## src/hdl/timer_three_pkg.sv

```systemverilog
// Behaviour
// - with stop_on_receive set, the timer halts at once when the receiver has taken its first 4 bits.
// - stop_on_receive is ignored while start_mode selects either oscillator trimming mode.
// - start_mode 00 never starts the timer; 01 starts it when a transmission ends.
// - start_mode 10 trims the oscillator without underflow, start and stop on a rising edge.
// - start_mode 11 trims the oscillator with underflow allowed, start and stop on a rising edge.
// - with auto_restart set, the counter reloads from reload_value after reaching zero and goes on, except in start_mode 10 where it holds at zero.
// - with auto_restart clear, the counter counts down to zero and stops until a new start, except in start_mode 10 where it holds at zero and keeps running.
// - every underflow sets the timer interrupt flag.
// - clock_select 00 counts at the carrier rate and 01 at the carrier rate divided by 64.
// - clock_select 10 counts on timer zero underflows and 11 on timer one underflows.
// - each start loads the counter with the 16-bit value of both reload bytes.
// - reload writes do not disturb a running count and only act at the next start or the next auto_restart reload.
// - the live count reads as two read-only bytes, high byte holding bits 15 to 8.
// - the low byte of the preceding timer's count reads at offset 1Dh.
package timer_three_pkg;
    localparam logic [7:0] OFS_PREV_COUNT_LO = 8'h1D;
    localparam logic [7:0] OFS_CONTROL = 8'h1E;
    localparam logic [7:0] OFS_RELOAD_HI = 8'h1F;
    localparam logic [7:0] OFS_RELOAD_LO = 8'h20;
    localparam logic [7:0] OFS_COUNT_HI = 8'h21;
    localparam logic [7:0] OFS_COUNT_LO = 8'h22;
    localparam logic [7:0] OFS_IRQ_STATUS = 8'h28;
    localparam logic [7:0] OFS_IRQ_MASK = 8'h29;
    localparam logic [7:0] CONTROL_WMASK = 8'hBB;
    localparam logic [7:0] CONTROL_RESET = 8'h00;
    localparam logic [15:0] RELOAD_RESET = 16'h0000;
    localparam int BIT_STOP_RX = 7;
    localparam int BIT_AUTO_RESTART = 3;
    localparam int RX_STOP_BITS = 4;
    localparam int CARRIER_KHZ = 13560;
    localparam int SLOW_HZ = 211875;  // slow tick rate in Hz
    localparam int SLOW_DIV = (CARRIER_KHZ * 1000) / SLOW_HZ;
    localparam int IRQ_BITS = 2;

    typedef enum logic [1:0] {
        START_NONE = 2'b00,
        START_TX_END = 2'b01,
        START_TRIM = 2'b10,
        START_TRIM_UF = 2'b11
    } start_mode_e;

    typedef enum logic [1:0] {
        CLK_CARRIER = 2'b00,
        CLK_SLOW = 2'b01,
        CLK_TIMER0 = 2'b10,
        CLK_TIMER1 = 2'b11
    } clock_select_e;

    typedef struct packed {
        logic stop_on_receive;
        logic reserved6;
        start_mode_e start_mode;
        logic auto_restart;
        logic reserved2;
        clock_select_e clock_select;
    } control_s;

    typedef struct packed {
        logic tx_end;
        logic rx_bit;
        logic trim_edge;
        logic carrier_tick;
        logic timer0_underflow;
        logic timer1_underflow;
    } events_s;
endpackage

```

## src/hdl/timer_three.sv

```systemverilog
`timescale 1ns/1ps
module timer_three (
    input wire logic hclk,                         // bus clock
    input wire logic hresetn,                      // async reset, low
    input wire logic hsel,                         // slave select
    input wire logic [31:0] haddr,                 // byte address
    input wire logic [1:0] htrans,                 // transfer type
    input wire logic hwrite,                       // write flag
    input wire logic [2:0] hsize,                  // transfer size
    input wire logic [31:0] hwdata,                // write data
    input wire logic hready,                       // bus ready in
    output logic [31:0] hrdata,                    // read data
    output logic hreadyout,                        // slave ready
    output logic hresp,                            // always okay
    input wire timer_three_pkg::events_s ev,       // same-clock events
    input wire logic [7:0] prev_timer_count_low,   // preceding timer low byte
    output logic underflow,                        // underflow pulse
    output logic running,                          // counter running
    output logic irq                               // level interrupt
);
    import timer_three_pkg::*;

    logic ctl_wr_q;
    logic [7:0] wr_addr_q;
    control_s ctrl_q;
    logic [7:0] reload_hi_q;
    logic [7:0] reload_lo_q;
    logic [15:0] count_q;
    logic [15:0] count_d;
    logic run_q;
    logic run_d;
    logic [2:0] rx_cnt_q;
    logic [IRQ_BITS-1:0] status_q;
    logic [IRQ_BITS-1:0] mask_q;
    logic [5:0] div_q;
    logic slow_tick_q;
    logic underflow_q;
    logic irq_q;
    logic [31:0] hrdata_q;

    // address phase capture
    wire addr_ok = hsel && hready && htrans[1];
    wire [7:0] idx = haddr[9:2];
    logic [7:0] rd_val;

    function automatic logic sel(input logic [7:0] a, input logic [7:0] o);
        sel = (a == o);
    endfunction

    // write data phase strobes
    wire wr_ctl = ctl_wr_q && sel(wr_addr_q, OFS_CONTROL);
    wire wr_rhi = ctl_wr_q && sel(wr_addr_q, OFS_RELOAD_HI);
    wire wr_rlo = ctl_wr_q && sel(wr_addr_q, OFS_RELOAD_LO);
    wire wr_sts = ctl_wr_q && sel(wr_addr_q, OFS_IRQ_STATUS);
    wire wr_msk = ctl_wr_q && sel(wr_addr_q, OFS_IRQ_MASK);

    wire trim_mode = ctrl_q.start_mode[1];
    // tick source
    wire tick = (ctrl_q.clock_select == CLK_CARRIER) ? ev.carrier_tick :
                (ctrl_q.clock_select == CLK_SLOW) ? slow_tick_q :
                (ctrl_q.clock_select == CLK_TIMER0) ? ev.timer0_underflow :
                ev.timer1_underflow;
    wire start_tx = (ctrl_q.start_mode == START_TX_END) && ev.tx_end;
    wire trim_toggle = trim_mode && ev.trim_edge;
    wire rx_stop = ctrl_q.stop_on_receive && !trim_mode && run_q && ev.rx_bit &&
                   (rx_cnt_q == 3'(RX_STOP_BITS - 1));
    // trimming without underflow holds at zero
    wire uf_block = (ctrl_q.start_mode == START_TRIM);
    wire uf_now = run_q && tick && (count_q == 16'h0000) && !uf_block;
    wire [15:0] reload_value = {reload_hi_q, reload_lo_q};

    always_comb begin
        count_d = count_q;
        run_d = run_q;
        if (start_tx || (trim_toggle && !run_q)) begin
            count_d = reload_value;
            run_d = 1'b1;
        end else if (trim_toggle || rx_stop) begin
            run_d = 1'b0;
        end else if (run_q && tick) begin
            if (count_q != 16'h0000) begin
                count_d = count_q - 16'h0001;
            end else if (uf_now && ctrl_q.auto_restart) begin
                count_d = reload_value;
            end else if (uf_now) begin
                run_d = 1'b0;
            end
        end
    end

    always_comb begin
        case (idx)
            OFS_PREV_COUNT_LO: rd_val = prev_timer_count_low;
            OFS_CONTROL: rd_val = ctrl_q & CONTROL_WMASK;
            OFS_RELOAD_HI: rd_val = reload_hi_q;
            OFS_RELOAD_LO: rd_val = reload_lo_q;
            OFS_COUNT_HI: rd_val = count_q[15:8];
            OFS_COUNT_LO: rd_val = count_q[7:0];
            OFS_IRQ_STATUS: rd_val = {6'h00, status_q};
            OFS_IRQ_MASK: rd_val = {6'h00, mask_q};
            default: rd_val = 8'h00;
        endcase
    end

    always_ff @(posedge hclk or negedge hresetn) begin
        if (!hresetn) begin
            ctl_wr_q <= 1'b0;
            wr_addr_q <= 8'h00;
            hrdata_q <= 32'h0000_0000;
        end else begin
            ctl_wr_q <= addr_ok && hwrite;
            wr_addr_q <= idx;
            if (addr_ok && !hwrite) begin
                hrdata_q <= {24'h000000, rd_val};
            end
        end
    end

    always_ff @(posedge hclk or negedge hresetn) begin
        if (!hresetn) begin
            ctrl_q <= control_s'(CONTROL_RESET);
            reload_hi_q <= RELOAD_RESET[15:8];
            reload_lo_q <= RELOAD_RESET[7:0];
            mask_q <= '0;
        end else begin
            if (wr_ctl) ctrl_q <= control_s'(hwdata[7:0] & CONTROL_WMASK);
            if (wr_rhi) reload_hi_q <= hwdata[7:0];
            if (wr_rlo) reload_lo_q <= hwdata[7:0];
            if (wr_msk) mask_q <= hwdata[IRQ_BITS-1:0];
        end
    end

    always_ff @(posedge hclk or negedge hresetn) begin
        if (!hresetn) begin
            count_q <= RELOAD_RESET;
            run_q <= 1'b0;
            underflow_q <= 1'b0;
            rx_cnt_q <= 3'h0;
        end else begin
            count_q <= count_d;
            run_q <= run_d;
            underflow_q <= uf_now;
            // count received bits only while running
            if (!run_q || start_tx) rx_cnt_q <= 3'h0;
            else if (ev.rx_bit && rx_cnt_q != 3'(RX_STOP_BITS)) rx_cnt_q <= rx_cnt_q + 3'h1;
        end
    end

    // slow tick divides carrier ticks by SLOW_DIV
    always_ff @(posedge hclk or negedge hresetn) begin
        if (!hresetn) begin
            div_q <= 6'h00;
            slow_tick_q <= 1'b0;
        end else begin
            slow_tick_q <= ev.carrier_tick && (div_q == 6'(SLOW_DIV - 1));
            if (ev.carrier_tick) div_q <= (div_q == 6'(SLOW_DIV - 1)) ? 6'h00 : div_q + 6'h01;
        end
    end

    // bit0 underflow, bit1 receive stop; set beats clear
    always_ff @(posedge hclk or negedge hresetn) begin
        if (!hresetn) begin
            status_q <= '0;
            irq_q <= 1'b0;
        end else begin
            status_q <= (status_q & ~({IRQ_BITS{wr_sts}} & hwdata[IRQ_BITS-1:0]))
                        | {rx_stop, uf_now};
            irq_q <= |(status_q & mask_q);
        end
    end

    assign hrdata = hrdata_q;
    assign hreadyout = 1'b1;
    assign hresp = 1'b0;
    assign underflow = underflow_q;
    assign running = run_q;
    assign irq = irq_q;
endmodule

```

## config.mk

```make
export PLATFORM = sky130hd
export DESIGN_NAME = timer_three
export DESIGN_NICKNAME = d
export VERILOG_FILES = /design/src/hdl/timer_three_pkg.sv /design/src/hdl/timer_three.sv
export SDC_FILE = /design/constraint.sdc
export NUM_CORES = 1
export LEC_CHECK = 0
export BUFFER_PORTS_ARGS = -buffer_cell sky130_fd_sc_hd__buf_2
export CORE_ASPECT_RATIO = 0.6
export CORE_UTILIZATION = 55
export CTS_CLUSTER_DIAMETER = 30
export DETAILED_ROUTE_END_ITERATION = 10
export HOLD_SLACK_MARGIN = 0.06
export PLACE_DENSITY = 0.95
export SYNTH_ARGS = -nofsm -noshare
export SYNTH_HDL_FRONTEND = slang
export SYNTH_SLANG_ARGS = --single-unit
```

## constraint.sdc

```tcl
create_clock -name hclk -period 3.4 [get_ports hclk]
set_clock_uncertainty 0.15 [all_clocks]
set_input_delay 0.51 -clock hclk [delete_from_list [all_inputs] [get_ports hclk]]
set_output_delay 0.51 -clock hclk [all_outputs]
set_load 0.03 [all_outputs]
```

[Yosys cells after proc, flatten, opt, wreduce, memory -nomap -nowiden]
Cells that the tools add are included.
Storage, ports and cells
  word-level logic and storage cells: 107
  flip-flop bits (word level): 72
  output and inout bits: 37
  input port bits: 88
Operators by class
  $add $sub $neg: 3
  reductions and logical operators: 40
  bitwise operators: 5
  multiplexer cells: 18
  eq/ne operators: 23
Operators with widths (count)
  two-way mux 16 bit: 5
  == test 8 x 6 -> 1 bit (second input constant): 8
  one-hot mux 8 bit (8 select lines): 1
  == test 8 x 5 -> 1 bit (second input constant): 5
  logical AND 1 bit: 22
  logical NOT 16 bit: 1
  nonzero test 16 bit: 1
  subtractor 16 x 1 -> 16 bit (second input constant): 1
  two-way mux 1 bit: 9
  inequality test 3 bit (second input constant): 3
  nonzero test 3 bit: 3
  adder 6 x 1 -> 6 bit (second input constant): 1
  AND 2 bit: 3
  == test 6 bit (second input constant): 1
  two-way mux 3 bit: 2
  two-way mux 6 bit: 1
  == test 2 x 1 -> 1 bit (second input constant): 2
  == test 2 bit (second input constant): 2
  logical NOT 1 bit: 4
  AND reduction 4 bit: 1
  nonzero test 2 bit: 2
  adder 3 x 1 -> 3 bit (second input constant): 1
  == test 3 x 2 -> 1 bit (second input constant): 1
  logical OR 1 bit: 3
  6 further kinds: 6

[Logic depth before layout (Yosys ltp)]
  depth after elaboration: 13
  depth in mapped cells: 10
  gate-level depth less buffers: 7

[Worst setup path before layout]
Ideal clock, no wire load.
  path type: input to register
  start point: input ev[2] (netlist bit)
  end point: register count_q[8]
  data required time: 3121 ps
  arrival time: 1822 ps
  setup time: 129 ps
  buffers on the path: 2
  setup slack: 1299 ps
  stages on the path: 7
  cell sequence: buf_2 mux4_2 and4_4 o21a_2 buf_6 a211oi_1 a21oi_1
Between the ends
  longest elaborated chain between the ends: 7
  elaborated cells on any way between the ends: 8
  classes of those cells: mux: 1; reduce/logical: 7
RTL lines
  from (decl): RTL line timer_three.sv:15  | input wire timer_three_pkg::events_s ev,
  two-way mux 1 bit *: RTL line timer_three.sv:59  | wire tick = (ctrl_q.clock_select == CLK_CARRIER) ? ev.carrier_tick :
  logical AND 1 bit *: RTL line timer_three.sv:69, timer_three.sv:80
  logical AND 1 bit (2 in a row): RTL line timer_three.sv:69  | wire uf_now = run_q && tick && (count_q == 16'h0000) && !uf_block;
  logical AND 1 bit: RTL line timer_three.sv:83  | end else if (uf_now && ctrl_q.auto_restart) begin
  nonzero test 3 bit (no source line)
  AND reduction 3 bit (no source line) *
  to (signal assigned): RTL line timer_three.sv:140  | count_q <= count_d;
  to (decl): RTL line timer_three.sv:28  | logic [15:0] count_q;
Mark *: on every way between the ends. The rest lies on a longest branch, timed or not.
A chain may end at the register's enable or synchronous reset.

[Final worst setup path]
  start point: register count_q[0]
  end point: register count_q[12]
Between the ends
  longest elaborated chain between the ends: 6
  elaborated cells on any way between the ends: 12
  classes of those cells: add/sub: 1; mux: 4; reduce/logical: 7
RTL lines
  parallel branches: the longest is 6 deep, another holds subtractor 16 x 1 -> 16 bit
Several ways; the timed one is not identified. The select of a mux whose other input is x is not followed.

==> impl_metrics.tcl <==
set metrics [dict create \
    run_status "completed" \
    dp_cells 529 \
    slowest_stage "nor3b_1" \
    boundaryPins 125 \
    port_buffers 46 \
    core_mm2 0.007297 \
    grt_first_pass_wirelength_um 17190 \
    ys_async_sr_fraction_pct 100.0 \
    layout-drive-gt1-share_pct 22.62 \
    clk_pin_slew_ns 0.05 \
    grt_util_met3_pct 13.29 \
    cts-resized-gates 0 \
    cp-start-kind "flip-flop" \
    synth_top_area_share_pct 43.30 \
    finalHoldViolCount 0 \
    via_count 3437 \
    min_period_ns 2.501 \
    ys_types 67 \
    grt-busiest-layer "met1" \
    cp.required_ns 3.51 \
    timing.setup.tns_ns 0 \
    syn_inst 397 \
    cp_cell_sequence "inv_1 -> ha_1 -> nor3b_1 -> nand4_1 -> nor4_1 -> a21oi_1 -> o22ai_1" \
    synthesis.area_mm2 0.004161 \
    synth_top_area_cell "dfrtp_1" \
    wl_per_cell_um 19.70 \
    vias_per_cell 6.295 \
    insertion_delay_ns 0.34 \
    final_nets 531 \
    drt-total-wl_um 10760 \
    fillers 599 \
    cap_violations 0 \
    die_w_um 114.3 \
    cts_hold_buf 1 \
    grt_overflow 0 \
    firstDrtPassIters 5 \
    cp_slowest_stage_delay_ns 0.63 \
    multi_input_area_mm2 0.002121 \
    cp_num_buf_inv 1 \
    netlist_top_cells_count "72 x dfrtp_1, 28 x buf_4, 27 x nor2_1, 19 x nand2_1, 17 x a21oi_1" \
    synthFlopType "dfrtp_1" \
    max_freq_ghz 0.3998 \
    setup_viol 0 \
    dieHeight_um 69.38 \
    synth_most_common_cell "dfrtp_1" \
    drc_errors 0 \
    worst_pin_slew_ns 1.029 \
    hold_path.class "in2reg" \
    clockRootBuffer "clkbuf_16" \
    cp-end-kind "flip-flop" \
    cts_sinks 72 \
    synth_enable_flop_cells 0 \
    fin_crit_sh_pct 73.57 \
    cts_buffer_depth 2 \
    num_rows 24 \
    antenna_found_initial 0 \
    grt_max_degree 46 \
    dieArea_mm2 0.007930 \
    avgSynthCellArea_um2 10.48 \
    met1_usage_pct 41.97 \
    critPathKind "reg2reg" \
    first_global_vias 3302 \
    initialDrtViolationCount 288 \
    rrSetupSlack_ns 0.90 \
    leakage_uw 0.002089 \
    synth_area_leaders "dfrtp_1 43%, buf_4 5.1%, mux2_1 4.1%" \
    cellPowerDensity_mw_per_mm2 577.3 \
    rsz0062_at_grt "false" \
    grt_util_met2_pct 39.66 \
    yosysSeqAreaShare_pct 43.30 \
    ys_ff_latch 72 \
    seqCellArea_mm2 0.001802 \
    h-tree-depth 3 \
    crit_fanout 8 \
    grt.total_usage_pct 29.15 \
    cts_made_buffers 9 \
    final_cells 546 \
    maxSlewViolCount 0 \
    utilization_pct 63.87 \
    n_antenna_cell 0 \
    yosysWarnings 0 \
    syn2layout_area_growth_pct 12.00 \
    critPathTopFamily "simple AND/OR/NAND/NOR gates" \
    ant_nets 0 \
    peakVddDrop_uv 311.2 \
    gp_congestion 0.9954 \
    crit_arrival_ns 2.61 \
    relSlewSlack_pct 31.13 \
    dp_hpwl_um 7979 \
    tritoncts "done" \
    postCtsSetupBuffers 0 \
    initial_core_util_pct 57.03 \
]
## through the flow
step	hold slack [ns]	power, uW	worst slack (ns)	instance area, um^2
global placement	0.3144	1683	1.025	4350
floorplan	0.06441	1583	1.299	4252
finish	0.1636	2691	0.8986	4661
global route	0.1610	2811	0.6991	4661
detailed placement	0.3191	1733	1.008	4350
CTS	0.1508	2694	0.9945	4661
## registers in the layout (all words and copies together) (netlist names)
name	count
count_q	16
div_q	6
wr_addr_q	8
hrdata	8
mask_q	2
slow_tick_q	1
running	1
ctrl_q	6
rx_cnt_q	3
irq	1
status_q	2
ctl_wr_q	1
underflow	1
reload_lo_q	8
reload_hi_q	8
## final timing paths
kind	from	end	depth (start not counted)
setup / recovery	count_q[0]	count_q[12]	7
hold / removal	haddr[6]	wr_addr_q[4]	1
setup reg to reg	count_q[0]	count_q[12]	7
hold reg to reg	div_q[4]	div_q[4]	1
max in group asynchronous	hresetn	reload_lo_q[4]	3
min in group asynchronous	hresetn	count_q[2]	3
## worst register-to-register path: stages, from the launching register on
cell     delay (ns)
dfrtp_1        0.47
inv_1          0.12
ha_1           0.21
nor3b_1        0.63
nand4_1        0.34
nor4_1         0.26
a21oi_1        0.06
o22ai_1        0.18
## power breakdown
group / leakage (uW) / switching [uW] / total [uW] / internal (uW)
Sequential: 0.000936 / 198 / 1160 / 967
Combinational: 0.00100 / 329 / 570 / 241
Clock: 0.000150 / 351 / 956 / 605
Total: 0.00209 / 878 / 2690 / 1810
## area by class of cell
class,count,area share (%)
Multi-Input combinational cell,294,45.50
Timing Repair Buffer,52,5.960
Clock buffer,13,5.584
Tap cell,104,2.792
Clock inverter,3,0.8591
Inverter,8,0.6443
Sequential cell,72,38.66
## placed cells by master (no fill, tap or decap), drive strengths merged, types with 3 or more instances in the layout
cell / count
a32oi: 4
a21oi: 17
nand4: 11
conb: 26
nor3: 8
buf: 51
mux2: 35
ha: 6
nand2: 19
o221a: 3
mux2i: 7
nor2b: 3
nor4b: 3
nand3: 12
and4: 4
a31oi: 4
nand4b: 4
a22oi: 13
nand2b: 4
dfrtp: 72
inv: 8
nor4: 10
xnor2: 4
nor2: 28
o2bb2ai: 5
clkbuf: 13
and3: 3
o21ai: 20
o22ai: 12
a22o: 5
## layer usage
metal / wire length, um / up-vias
li1: - / 1521
met1: 4904 / 1720
met2: 4537 / 181
met3: 1182 / 15
met4: 133 / 0
met5: 0 / -
## cells by family (layout without fill, tap and decap cells)
group | Yosys count | count (layout) | synth area share, %
simple gates | 117 | 117 | 17.17
compound gates | 97 | 97 | 16.18
flops | 72 | 72 | 43.30
buf+inv | 55 | 76 | 7.907
mux | 43 | 43 | 12.42
fa+ha+maj | 6 | 6 | 1.804
xor+xnor | 5 | 5 | 1.052
other cells | 2 | 26 | 0.1805
No activity file was read; power rests on OpenSTA's default activity.
